File: config.mk
export PLATFORM = sky130hd
export DESIGN_NAME = bridge_reset_end_flat
export DESIGN_NICKNAME = d
export VERILOG_FILES = /design/src/rst_seq_pkg.sv /design/src/bridge_link_if.sv /design/src/bridge_reset_end.sv /design/src/flat_wrapper.sv
export SDC_FILE = /design/constraint.sdc
export NUM_CORES = 1
export LEC_CHECK = 0
export CAP_MARGIN = 20
export CORE_UTILIZATION = 43
export CTS_CLUSTER_DIAMETER = 30
export DETAILED_ROUTE_END_ITERATION = 10
export DONT_BUFFER_PORTS = 1
export PLACE_DENSITY = 0.65
export SLEW_MARGIN = 20
export SYNTH_ARGS = -nofsm -noshare
export SYNTH_HDL_FRONTEND = slang
export SYNTH_SLANG_ARGS = --single-unit
export TNS_END_PERCENT = 10
File: constraint.sdc
create_clock -name i_sys_clk -period 4.2 [get_ports i_sys_clk]
set_input_delay 0.63 -clock i_sys_clk [delete_from_list [all_inputs] [get_ports i_sys_clk]]
set_output_delay 0.63 -clock i_sys_clk [all_outputs]
set_load 0.02 [all_outputs]
File: src/rst_seq_pkg.sv
// Constants shared by both ends of the clock and reset sequencing link
package rst_seq_pkg;
  localparam int unsigned CLK_PERIOD_NS = 10;
  localparam int unsigned RESET_HOLD_NS = 1000000;
  localparam int unsigned RESET_HOLD_CYCLES =
    (RESET_HOLD_NS + CLK_PERIOD_NS - 1) / CLK_PERIOD_NS;
  localparam int unsigned GUARD_NS = 300;
  localparam int unsigned GUARD_CYCLES =
    (GUARD_NS + CLK_PERIOD_NS - 1) / CLK_PERIOD_NS;
  localparam logic [7:0] BOOT_CLOCKS = 8'h0A;
  localparam logic [1:0] STROBE_EXTRA = 2'h2;
  localparam logic [7:0] SOFT_CYCLES = 8'h10;
  localparam logic [7:0] LOCK_CYCLES = 8'h20;
  localparam logic [1:0] ID_NONE = 2'h0;
  localparam logic [1:0] ID_COMPAT = 2'h1;
  localparam logic [1:0] ID_AUX = 2'h2;
  localparam logic [7:0] OFF_RESTART_CTRL = 8'h00;
  localparam logic [7:0] OFF_PCI_RESET = 8'h04;
  localparam logic [7:0] OFF_CFG_VALUES = 8'h08;
  localparam logic [7:0] OFF_STATUS = 8'h0C;
  localparam logic [7:0] OFF_PLL_TAP = 8'h10;
  localparam int unsigned BIT_HARD = 0;
  localparam int unsigned BIT_SOFT = 1;
  localparam int unsigned BIT_BIST = 2;
  localparam logic [15:0] CFG_VALUES_RESET = 16'h0000;
  localparam logic [2:0] PLL_TAP_RESET = 3'h4;
  typedef enum logic [2:0] {
    ST_POWER_OFF = 3'b000,
    ST_HOLD = 3'b001,
    ST_RUN = 3'b010,
    ST_PCI_HOLD = 3'b011,
    ST_SOFT = 3'b100
  } seq_state_type;
endpackage : rst_seq_pkg

File: src/bridge_link_if.sv
// Pins between the bridge and the host bus system around it
`timescale 1ns/1ps
`default_nettype none
interface bridge_link_if;
  logic host_reset_n_o;
  logic host_reset_oe;
  logic host_reset_n;
  logic pci_clk;
  logic pci_clock_feedback;
  logic supply_stable_flag;
  logic arb_request_pin;
  logic arb_grant_pin;
  logic clock_mode_strap;
  logic ratio_select_strobe_n;
  logic soft_restart_n;
  logic pci_side_restart_n;
  logic host_bus_fatal_event_n;
  logic [15:0] host_data;
  logic host_data_oe;
  // Pulled up when nobody drives
  assign host_reset_n = host_reset_oe ? host_reset_n_o : 1'b1;
  modport dev (
    output host_reset_n_o, host_reset_oe, pci_clk, ratio_select_strobe_n,
    output soft_restart_n, pci_side_restart_n, host_data, host_data_oe,
    input host_reset_n, pci_clock_feedback, supply_stable_flag,
    input arb_request_pin, arb_grant_pin, clock_mode_strap,
    input host_bus_fatal_event_n
  );
  modport sys (
    input host_reset_n, pci_clk, ratio_select_strobe_n, soft_restart_n,
    input pci_side_restart_n, host_data, host_data_oe,
    output pci_clock_feedback, supply_stable_flag, arb_request_pin,
    output arb_grant_pin, clock_mode_strap, host_bus_fatal_event_n
  );
endinterface : bridge_link_if
`default_nettype wire

File: src/bridge_reset_end.sv
// Bridge end: clock divider, identity capture and reset sequencing
//
// Function
// - Host and PCI sides kept as separate domains
// - PCI clock is host clock divided by two
// - Lock returned PCI clock copy to internal clock
// - Only derived clock mode, set by strap
// - System runs host clock ten cycles first
// - Capture identity when supply stable asserts
// - Grant high/request low compat; reverse auxiliary
// - Hard reset returns registers to defaults
// - PCI reset held at least one millisecond
// - Compat bridge drives config values during reset
// - Ratio strobe outlasts hard reset two clocks
// - All drive reset until identity; compat 1ms
// - Auxiliary releases reset pin; identity kept
// - Software hard reset from restart control
// - Software soft restart keeps registers
// - PCI reset register resets PCI only
// - Self-test: soft restart from start of hard reset, held past release
// - Host fatal event asserts PCI reset
// - Compat: PCI and host reset released together
// - Host agents sample reset-time options
// - System forces management interrupt high around host reset
// - System blocks ISA restart around fatal reset
`timescale 1ns/1ps
`default_nettype none
module bridge_reset_end #(
  parameter int unsigned RESET_HOLD_CYCLES = rst_seq_pkg::RESET_HOLD_CYCLES
) (
  input wire logic i_sys_clk,
  input wire logic i_reset_n,
  bridge_link_if.dev link,
  input wire logic [7:0] i_addr,
  input wire logic [31:0] i_wdata,
  input wire logic i_wr,
  input wire logic i_rd,
  output logic [31:0] o_rdata
);
  function automatic logic hit(input logic [7:0] a, input logic [7:0] off);
    hit = (a == off);
  endfunction : hit
  // Pin synchronisers: supply, request, grant, strap, fatal, feedback, reset
  logic [6:0] pin_meta;
  logic [6:0] pin_sync;
  always_ff @(posedge i_sys_clk) begin
    pin_meta <= {link.supply_stable_flag, link.arb_request_pin,
                 link.arb_grant_pin, link.clock_mode_strap,
                 link.host_bus_fatal_event_n, link.pci_clock_feedback,
                 link.host_reset_n};
    pin_sync <= pin_meta;
  end
  wire supply_sync = pin_sync[6];
  wire request_sync = pin_sync[5];
  wire grant_sync = pin_sync[4];
  wire strap_sync = pin_sync[3];
  wire fatal_low = ~pin_sync[2];
  wire feedback_sync = pin_sync[1];
  wire reset_pin_low = ~pin_sync[0];

  rst_seq_pkg::seq_state_type state;
  rst_seq_pkg::seq_state_type next_state;
  logic [31:0] cnt;
  logic [31:0] next_cnt;
  logic supply_prev;
  logic [1:0] identity;
  logic bist_pending;
  logic pci_reset_reg;
  logic [15:0] cfg_values;
  logic [2:0] pll_tap;
  logic [7:0] pci_hist;
  logic [7:0] lock_cnt;
  logic [1:0] strobe_cnt;
  logic pci_clk;
  logic reset_drive;
  logic strobe;
  logic soft_restart;
  logic pci_reset;
  logic data_oe;

  wire supply_rise = supply_sync & ~supply_prev;
  wire is_compat = (identity == rst_seq_pkg::ID_COMPAT);
  wire [31:0] hold_last = 32'(RESET_HOLD_CYCLES - 1);
  wire [31:0] soft_last = {24'h00_0000, rst_seq_pkg::SOFT_CYCLES} - 32'h1;
  wire regs_clear = ~i_reset_n | reset_pin_low;
  wire wr_ctrl = i_wr & hit(i_addr, rst_seq_pkg::OFF_RESTART_CTRL);
  wire wr_pci = i_wr & hit(i_addr, rst_seq_pkg::OFF_PCI_RESET);
  wire wr_cfg = i_wr & hit(i_addr, rst_seq_pkg::OFF_CFG_VALUES);
  wire wr_tap = i_wr & hit(i_addr, rst_seq_pkg::OFF_PLL_TAP);
  wire req_hard = wr_ctrl & i_wdata[rst_seq_pkg::BIT_HARD] & is_compat;
  wire req_soft = wr_ctrl & i_wdata[rst_seq_pkg::BIT_SOFT] & is_compat;
  wire req_bist = wr_ctrl & i_wdata[rst_seq_pkg::BIT_BIST] & is_compat;
  wire locked = (lock_cnt == rst_seq_pkg::LOCK_CYCLES);
  wire mode_ok = strap_sync;
  // Sequencer
  always_comb begin
    next_state = state;
    next_cnt = cnt + 32'h1;
    case (state)
      rst_seq_pkg::ST_POWER_OFF: begin
        next_cnt = 32'h0;
        if (supply_rise) begin
          next_state = rst_seq_pkg::ST_HOLD;
        end
      end
      rst_seq_pkg::ST_HOLD: begin
        if (cnt >= hold_last) begin
          next_cnt = 32'h0;
          next_state = bist_pending ? rst_seq_pkg::ST_SOFT
                                    : rst_seq_pkg::ST_RUN;
        end
      end
      rst_seq_pkg::ST_RUN: begin
        next_cnt = 32'h0;
        if (req_hard | req_bist) begin
          next_state = rst_seq_pkg::ST_HOLD;
        end else if (req_soft) begin
          next_state = rst_seq_pkg::ST_SOFT;
        end else if (fatal_low) begin
          next_state = rst_seq_pkg::ST_PCI_HOLD;
        end
      end
      rst_seq_pkg::ST_PCI_HOLD: begin
        if (cnt >= hold_last) begin
          next_cnt = 32'h0;
          next_state = rst_seq_pkg::ST_RUN;
        end
      end
      rst_seq_pkg::ST_SOFT: begin
        if (cnt >= soft_last) begin
          next_cnt = 32'h0;
          next_state = rst_seq_pkg::ST_RUN;
        end
      end
      default: begin
        next_cnt = 32'h0;
        next_state = rst_seq_pkg::ST_POWER_OFF;
      end
    endcase
    if (!supply_sync) begin
      next_cnt = 32'h0;
      next_state = rst_seq_pkg::ST_POWER_OFF;
    end
  end
  // Output decode from next state
  wire next_power_off = (next_state == rst_seq_pkg::ST_POWER_OFF);
  wire next_hold = (next_state == rst_seq_pkg::ST_HOLD);
  wire next_compat = supply_rise
    ? (grant_sync & ~request_sync) : is_compat;
  wire next_reset_drive = next_power_off | (next_hold & next_compat);
  wire next_strobe = next_reset_drive | (strobe_cnt != 2'h0);
  wire next_soft_restart = (next_state == rst_seq_pkg::ST_SOFT)
    | (next_hold & (bist_pending | req_bist));
  wire next_pci_reset = next_power_off | next_hold | fatal_low
    | (next_state == rst_seq_pkg::ST_PCI_HOLD) | pci_reset_reg;
  wire next_data_oe = next_hold & next_compat;

  always_ff @(posedge i_sys_clk) begin
    if (!i_reset_n) begin
      state <= rst_seq_pkg::ST_POWER_OFF;
      cnt <= 32'h0;
      supply_prev <= 1'b0;
      bist_pending <= 1'b0;
    end else begin
      state <= next_state;
      cnt <= next_cnt;
      supply_prev <= supply_sync;
      if (req_bist && state == rst_seq_pkg::ST_RUN) begin
        bist_pending <= 1'b1;
      end else if (next_state != rst_seq_pkg::ST_HOLD) begin
        bist_pending <= 1'b0;
      end
    end
  end

  // Identity taken only at the supply edge
  always_ff @(posedge i_sys_clk) begin
    if (!i_reset_n) begin
      identity <= rst_seq_pkg::ID_NONE;
    end else if (supply_rise) begin
      if (grant_sync && !request_sync) begin
        identity <= rst_seq_pkg::ID_COMPAT;
      end else if (!grant_sync && request_sync) begin
        identity <= rst_seq_pkg::ID_AUX;
      end else begin
        identity <= rst_seq_pkg::ID_NONE;
      end
    end
  end

  // Software registers, cleared by any hard reset
  always_ff @(posedge i_sys_clk) begin
    if (regs_clear) begin
      pci_reset_reg <= 1'b0;
      cfg_values <= rst_seq_pkg::CFG_VALUES_RESET;
      pll_tap <= rst_seq_pkg::PLL_TAP_RESET;
    end else begin
      if (wr_pci) begin
        pci_reset_reg <= i_wdata[0];
      end
      if (wr_cfg) begin
        cfg_values <= i_wdata[15:0];
      end
      if (wr_tap) begin
        pll_tap <= i_wdata[2:0];
      end
    end
  end

  // Divider and phase detector on the returned copy
  always_ff @(posedge i_sys_clk) begin
    if (!i_reset_n) begin
      pci_clk <= 1'b0;
      pci_hist <= 8'h00;
      lock_cnt <= 8'h00;
    end else begin
      pci_clk <= ~pci_clk;
      pci_hist <= {pci_hist[6:0], pci_clk};
      if (feedback_sync != pci_hist[pll_tap] || !mode_ok) begin
        lock_cnt <= 8'h00;
      end else if (!locked) begin
        lock_cnt <= lock_cnt + 8'h01;
      end
    end
  end

  // Pin drivers
  always_ff @(posedge i_sys_clk) begin
    if (!i_reset_n) begin
      reset_drive <= 1'b1;
      strobe <= 1'b1;
      strobe_cnt <= 2'h0;
      soft_restart <= 1'b0;
      pci_reset <= 1'b1;
      data_oe <= 1'b0;
    end else begin
      reset_drive <= next_reset_drive;
      strobe <= next_strobe;
      strobe_cnt <= next_reset_drive ? rst_seq_pkg::STROBE_EXTRA
        : ((strobe_cnt != 2'h0) ? strobe_cnt - 2'h1 : 2'h0);
      soft_restart <= next_soft_restart;
      pci_reset <= next_pci_reset;
      data_oe <= next_data_oe;
    end
  end

  assign link.host_reset_n_o = 1'b0;
  assign link.host_reset_oe = reset_drive;
  assign link.pci_clk = pci_clk;
  assign link.ratio_select_strobe_n = ~strobe;
  assign link.soft_restart_n = ~soft_restart;
  assign link.pci_side_restart_n = ~pci_reset;
  assign link.host_data = cfg_values;
  assign link.host_data_oe = data_oe;

  // Read port
  wire [31:0] status_word = {20'h0_0000, lock_cnt[7:7], 3'h0, identity,
    locked, mode_ok, 1'b0, state};
  wire [31:0] read_mux =
    hit(i_addr, rst_seq_pkg::OFF_PCI_RESET) ? {31'h0, pci_reset_reg}
    : hit(i_addr, rst_seq_pkg::OFF_CFG_VALUES) ? {16'h0000, cfg_values}
    : hit(i_addr, rst_seq_pkg::OFF_STATUS) ? status_word
    : hit(i_addr, rst_seq_pkg::OFF_PLL_TAP) ? {29'h0, pll_tap}
    : 32'h0000_0000;
  always_ff @(posedge i_sys_clk) begin
    if (!i_reset_n) begin
      o_rdata <= 32'h0000_0000;
    end else begin
      o_rdata <= i_rd ? read_mux : 32'h0000_0000;
    end
  end
endmodule : bridge_reset_end
`default_nettype wire

File: src/flat_wrapper.sv
// flat-port wrapper written by rule: the top's interface ports become plain ports
module bridge_reset_end_flat 
#(
  parameter int unsigned RESET_HOLD_CYCLES = rst_seq_pkg::RESET_HOLD_CYCLES
)
  (i_sys_clk, i_reset_n, i_addr, i_wdata, i_wr, i_rd, o_rdata, link_host_reset_n_o, link_host_reset_oe, link_pci_clk, link_ratio_select_strobe_n, link_soft_restart_n, link_pci_side_restart_n, link_host_data, link_host_data_oe, link_pci_clock_feedback, link_supply_stable_flag, link_arb_request_pin, link_arb_grant_pin, link_clock_mode_strap, link_host_bus_fatal_event_n);
  bridge_link_if link_i ();
  input wire logic i_sys_clk;
  input wire logic i_reset_n;
  input wire logic [7:0] i_addr;
  input wire logic [31:0] i_wdata;
  input wire logic i_wr;
  input wire logic i_rd;
  output logic [31:0] o_rdata;
  output wire logic [$bits(link_i.host_reset_n_o)-1:0] link_host_reset_n_o;
  output wire logic [$bits(link_i.host_reset_oe)-1:0] link_host_reset_oe;
  output wire logic [$bits(link_i.pci_clk)-1:0] link_pci_clk;
  output wire logic [$bits(link_i.ratio_select_strobe_n)-1:0] link_ratio_select_strobe_n;
  output wire logic [$bits(link_i.soft_restart_n)-1:0] link_soft_restart_n;
  output wire logic [$bits(link_i.pci_side_restart_n)-1:0] link_pci_side_restart_n;
  output wire logic [$bits(link_i.host_data)-1:0] link_host_data;
  output wire logic [$bits(link_i.host_data_oe)-1:0] link_host_data_oe;
  input wire logic [$bits(link_i.pci_clock_feedback)-1:0] link_pci_clock_feedback;
  input wire logic [$bits(link_i.supply_stable_flag)-1:0] link_supply_stable_flag;
  input wire logic [$bits(link_i.arb_request_pin)-1:0] link_arb_request_pin;
  input wire logic [$bits(link_i.arb_grant_pin)-1:0] link_arb_grant_pin;
  input wire logic [$bits(link_i.clock_mode_strap)-1:0] link_clock_mode_strap;
  input wire logic [$bits(link_i.host_bus_fatal_event_n)-1:0] link_host_bus_fatal_event_n;
  assign link_host_reset_n_o = link_i.host_reset_n_o;
  assign link_host_reset_oe = link_i.host_reset_oe;
  assign link_pci_clk = link_i.pci_clk;
  assign link_ratio_select_strobe_n = link_i.ratio_select_strobe_n;
  assign link_soft_restart_n = link_i.soft_restart_n;
  assign link_pci_side_restart_n = link_i.pci_side_restart_n;
  assign link_host_data = link_i.host_data;
  assign link_host_data_oe = link_i.host_data_oe;
  assign link_i.pci_clock_feedback = link_pci_clock_feedback;
  assign link_i.supply_stable_flag = link_supply_stable_flag;
  assign link_i.arb_request_pin = link_arb_request_pin;
  assign link_i.arb_grant_pin = link_arb_grant_pin;
  assign link_i.clock_mode_strap = link_clock_mode_strap;
  assign link_i.host_bus_fatal_event_n = link_host_bus_fatal_event_n;
  bridge_reset_end #(.RESET_HOLD_CYCLES(RESET_HOLD_CYCLES)) u_core (.i_sys_clk(i_sys_clk), .i_reset_n(i_reset_n), .link(link_i), .i_addr(i_addr), .i_wdata(i_wdata), .i_wr(i_wr), .i_rd(i_rd), .o_rdata(o_rdata));
endmodule
---- Yosys cells after proc, flatten, opt, wreduce, memory -nomap -nowiden ----
Index checks and enable logic that the tools add are counted.
Widths: inputs -> output; s select.
storage, ports and cells
  bits of input ports ..................... 50
  register bits ........................... 129
operators by class
  magnitude comparators ................... 3
  mux-type cells .......................... 27
  equality and inequality tests ........... 15
  bitwise logic cells ..................... 35
  reduce and logical (&&, ||, !) cells .... 19
  add/sub/neg operators ................... 3
operator list
  kind                   count
  $mux 32                2
  $pmux 32 s2            1
  $add 32x1->32 const B  1
  $ge 32x17->1 const B   1
  $ge 32x4->1 const B    1
  $mux 16                2
  $mux 3                 10
  $eq 8x4->1 const B     2
  $pmux 3 s5             1
  $and 1x1->1            14
  $not 1->1              11
  $or 1x1->1             10
  $eq 3x2->1 const B     3
  $add 8x1->8 const B    1
  $eq 8x3->1 const B     1
  $eq 8x5->1 const B     1
  $eq 8x6->1 const B     1
  $logic_not 8->1        1
  $mux 2                 4
  $eq 3x1->1 const B     2
  $eq 3x3->1 const B     2
  $logic_not 3->1        2
  $mux 1                 6
  $reduce_or 3->1        2
  other kinds (13)       20

---- Longest topological paths before layout ----
  depth after elaboration ................. 13
  mapped depth ............................ 8
  gate-level depth less buffers ........... 7

---- Worst setup path before layout ----
OpenSTA, ideal clock, no wires.
  path type ............................... input port to flip-flop
  start point ............................. in i_addr[5]
  end point ............................... reg u_core.soft_restart
  slack ................................... 1673 ps
  stages .................................. 6
  data arrival time ....................... 2460 ps
  path through ............................ or4_4 nor4_4 a21oi_2 a211o_1 or4b_4 o2bb2ai_2
on the way
  word-level cells in the longest chain between the ends .. 11
  elaborated cells on any way between the ends .. 18
  classes of those cells .................. eq/ne: 2; mux: 4; bitwise: 11; reduce/logical: 1
ends and longest elaborated chain
  what                                          line                                                                    text
  from (decl)                                   flat_wrapper.sv:10                                                      input wire logic [7:0] i_addr;
  $logic_not 8->1 *                             bridge_reset_end.sv:41                                                  hit = (a == off);
  $and 1x1->1 *                                 bridge_reset_end.sv:86                                                  wire wr_ctrl = i_wr & hit(i_addr, rst_seq_pkg::OFF_RESTART_CTRL);
  $and 1x1->1 (on tied branches) (2 in series)  bridge_reset_end.sv:91, bridge_reset_end.sv:90, bridge_reset_end.sv:92
  $mux 3 or $or 1x1->1 (tied branches)          bridge_reset_end.sv:117, bridge_reset_end.sv:115
  $mux 3                                        bridge_reset_end.sv:115                                                 if (req_hard | req_bist) begin
  $pmux 3 s5                                    bridge_reset_end.sv:99                                                  case (state)
  $mux 3                                        bridge_reset_end.sv:140                                                 if (!supply_sync) begin
  $eq 3x1->1                                    bridge_reset_end.sv:147                                                 wire next_hold = (next_state == rst_seq_pkg::ST_HOLD);
  $and 1x1->1                                   bridge_reset_end.sv:153                                                 | (next_hold & (bist_pending | req_bist));
  $or 1x1->1 *                                  bridge_reset_end.sv:153
  to (signal assigned)                          bridge_reset_end.sv:241                                                 soft_restart <= next_soft_restart;
  to (decl)                                     bridge_reset_end.sv:77                                                  logic soft_restart;
Mark *: on every way between the ends. The rest lies on a longest branch, timed or not.
A chain may end at the register's enable or synchronous reset.

---- Final worst setup path ----
  start point ............................. reg u_core.identity[0]
  end point ............................... reg u_core.strobe_cnt[0]
on the way
  word-level cells in the longest chain between the ends .. 10
  elaborated cells on any way between the ends .. 15
  classes of those cells .................. eq/ne: 2; mux: 5; bitwise: 6; reduce/logical: 2
ends and longest elaborated chain
  what                                  line                                                                    text
  from (decl)                           bridge_reset_end.sv:66                                                  logic [1:0] identity;
  from (signal assigned)                bridge_reset_end.sv:179                                                 identity <= rst_seq_pkg::ID_NONE;
  from (signal assigned)                bridge_reset_end.sv:182                                                 identity <= rst_seq_pkg::ID_COMPAT;
  from (signal assigned)                bridge_reset_end.sv:184                                                 identity <= rst_seq_pkg::ID_AUX;
  $eq 2x1->1 *                          bridge_reset_end.sv:82                                                  wire is_compat = (identity == rst_seq_pkg::ID_COMPAT);
  $and 1x1->1 (on tied branches)        bridge_reset_end.sv:91, bridge_reset_end.sv:90, bridge_reset_end.sv:92
  $mux 3 or $or 1x1->1 (tied branches)  bridge_reset_end.sv:117, bridge_reset_end.sv:115
  $mux 3                                bridge_reset_end.sv:115
  $pmux 3 s5                            bridge_reset_end.sv:99
  $mux 3                                bridge_reset_end.sv:140
  $eq 3x1->1                            bridge_reset_end.sv:147
  $and 1x1->1                           bridge_reset_end.sv:150                                                 wire next_reset_drive = next_power_off | (next_hold & next_compat);
  $or 1x1->1 *                          bridge_reset_end.sv:150
  $reduce_or 3->1 (no source line) *    --
  to (signal assigned)                  bridge_reset_end.sv:239                                                 strobe_cnt <= next_reset_drive ? rst_seq_pkg::STROBE_EXTRA
  to (decl)                             bridge_reset_end.sv:73                                                  logic [1:0] strobe_cnt;
Marks and branches as above.

==> results by group <==
GRT
  • First-pass GRT wire length: 13,600 um
  • GRT Total Usage: 0.180
  • Vias in the first global route: 2,934
  • Initial antenna violation count: 0
  • Pin count of the biggest net entering global routing: 29
  • GR Overflow Total: 0

Cells and area
  • # nets final: 507
  • Finished Cell Area: 4880 um2
  • Biggest register: u_core.cnt
  • Ant. Diodes: 0
  • Final core occ: 0.520
  • Max FFs per register: 32
  • Share of cells above drive strength 1: 0.0968
  • Area growth syn-to-layout: 16.1%

Timing
  • Pins Over Slew Limit: 0
  • Setup TNS: 0 ns
  • Unrepaired setup endpoints after global routing: false
  • Final setup fails: 0
  • FMAX: 411 MHz
  • Final Skew: 0.0166 ns
  • Period utilisation layout: 0.579
  • Slew @ Worst Pin: 0.845 ns
  • Final hold vios: 0
  • Slew headroom: 0.431
  • Minimum clock period: 2.43 ns

Power and ir drop
  • P_sw: 512 uW
  • Reg power frac: 0.445
  • Combinational cell fraction of total power: 0.020
  • IR Drop Worst-Case VDD: 0.274 mV
  • Leakage power: 0.00184 uW
  • Sw Ratio: 0.206
  • Cell Pwr Density: 510 nW/um2
  • Clk network pwr share: 0.534
  • Cell Int Power: 1970 uW

Clock tree
  • Clock sink total: 113
  • Postcts setup bufs: 0
  • Post-CTS Resized: 0
  • Clk Latency, worst-skew pair: 0.51 ns
  • # hold bufs at CTS: 0
  • CTS Buffer Depth: 2
  • Root Driver: clkbuf_8
  • TritonCTS clock tree: done
  • H-tree levels: 4
  • Clock-pin slew on the worst setup and hold paths: 0.05 ns
  • Total CTS buffers: 17

Yosys
  • Sequential share of the synthesized area: 0.539
  • Post-Syn Instances: 431
  • Yosys cell types: 54
  • Area leader, netlist: dfxtp_1
  • Synth Flop Type: dfxtp_1
  • Synth top area share: 0.539
  • Yosys reg bits: 113
  • Syn Area/Cell: 9.75 um2
  • Count leader, synth: dfxtp_1
  • Post-synth top cells: dfxtp_1 (113), nor2_1 (48), nand3_1 (37)
  • Synth warn: 0
  • Top cells by area, synth: dfxtp_1 (54%), nand3_1 (4.4%), nor2_1 (4.3%)
  • Post-synth ARST share: 0
  • Post-synth EDFFs: 0
  • Netlist Area Pre-Place: 4200 um2

Floorplanning
  • Die Span Y: 101 um
  • Die width: 101 um
  • Starting Density: 0.448
  • FP Rows: 35
  • Die ar.: 10,200 um2
  • IO Count: 105
  • Core area: 9370 um2

Detailed routing
  • Post-route DRC violation count: 0
  • Vias per inst: 4.97
  • DR vias: 2,951
  • WL final: 8280 um
  • Drt first pass iters: 4
  • Antenna-violating nets left: 0
  • Wire per inst: 13.9 um
  • Initial DRC count: 164

Setup path
  • FF-to-FF setup slack: 1.77 ns
  • Nature of the critical path endpoint: flip-flop
  • CP Class: reg -> reg
  • Worst EP required: 4.60 ns
  • Worst path arrival time: 2.83 ns
  • Startpoint types: flip-flop
  • Crit-path max FO: 4

Job
  • Max Cap Viol: 0

Placed design
  • Placed cell areas: 4320 um2
  • Routability Congestion: 0.920
  • PortBufs: 0
  • Detailed Place HPWL: 5960 um

Min path
  • HP Class: in -> reg

Run status
  • Status: finished clean
[metrics by stage]
stage	total power, uW	setup WS [ns]	hold slack [ns]	instances
2_1_floorplan	1190	1.67	0.310	462
3_3_place_gp	1180	1.44	0.313	564
3_5_place_dp	1180	1.37	0.312	564
4_1_cts	2520	1.77	0.118	594
5_1_grt	2580	1.53	0.110	594
6_report	2490	1.77	0.139	594
[power by group through the flow]
stage                     Clock (uW)  Combinational, uW  Sequential, uW
after floorplan                    0               60.8            1130
after global placement             0               48.9            1130
after detailed placement           0               49.9            1130
after CTS                       1360               50.1            1110
after global routing            1410               57.1            1110
final                           1330               50.4            1110
[layer usage]
layer	track usage	up-vias	wire length [um]	share of wire
li1	-	1490	-	-
met1	0.200	1354	3540	0.43
met2	0.288	101	3900	0.47
met3	0.0936	6	780	0.094
met4	0.0780	0	63	0.0076
met5	0	-	0	0
[worst max-delay path, cell delays in order (launching register included)]
cell and delay [ns]:
dfxtp_1 0.36, or4bb_1 0.56, nor4_4 0.25, a21oi_1 0.11
nor3b_1 0.44, o221ai_1 0.31, and4b_1 0.28
[cell usage in the layout (no fill, tap or decap), types with 2 or more instances in the layout]
cell,count
nand2_1,31
clkinv_2,4
xnor2_1,7
o21a_1,2
inv_1,13
nor3b_1,5
ha_1,3
nand3_1,37
nor2_1,48
nor4_1,10
nand2b_1,3
a21boi_0,2
bufinv_16,2
nor2b_1,3
nor3_1,7
a31oi_1,2
and4_1,3
and3_1,6
buf_4,2
clkbuf_16,16
a211oi_1,2
nand4_1,5
mux2i_1,9
dfxtp_1,113
a21oi_1,20
mux4_2,2
clkinvlp_4,3
clkbuf_8,3
xor2_1,16
conb_1,32
and2_1,19
a22o_1,5
a211o_1,2
or2_2,3
[area by class of cell]
class | count | area, um2
fill | 868 | 4500
sequential | 113 | 2260
multi-input combinational | 307 | 1830
clock buffer | 20 | 445
tap | 129 | 161
clock inverter | 10 | 111
inverter | 13 | 48.8
timing repair buffer | 2 | 15.0
[cell families after synthesis]
kind of cell | share of synthesized area
AOI/OAI and AO/OA | 0.0772
xor gates and xnor gates | 0.0480
adders and majority gates | 0.00894
buffers and inverters | 0.0530
DFF | 0.539
muxes | 0.0322
other | 0.000893
and+or+nand+nor | 0.241
[path summary, 6_finish.rpt]
check                                           from                   end  cells after the start
worst max-delay path              u_core.identity[0]  u_core.strobe_cnt[0]                      6
worst min-delay path            link_arb_request_pin    u_core.pin_meta[5]                      0
worst max register to register    u_core.identity[0]  u_core.strobe_cnt[0]                      6
worst min register to register    u_core.pin_meta[2]    u_core.pin_sync[2]                      0
Power figures use the tool's default switching activity.
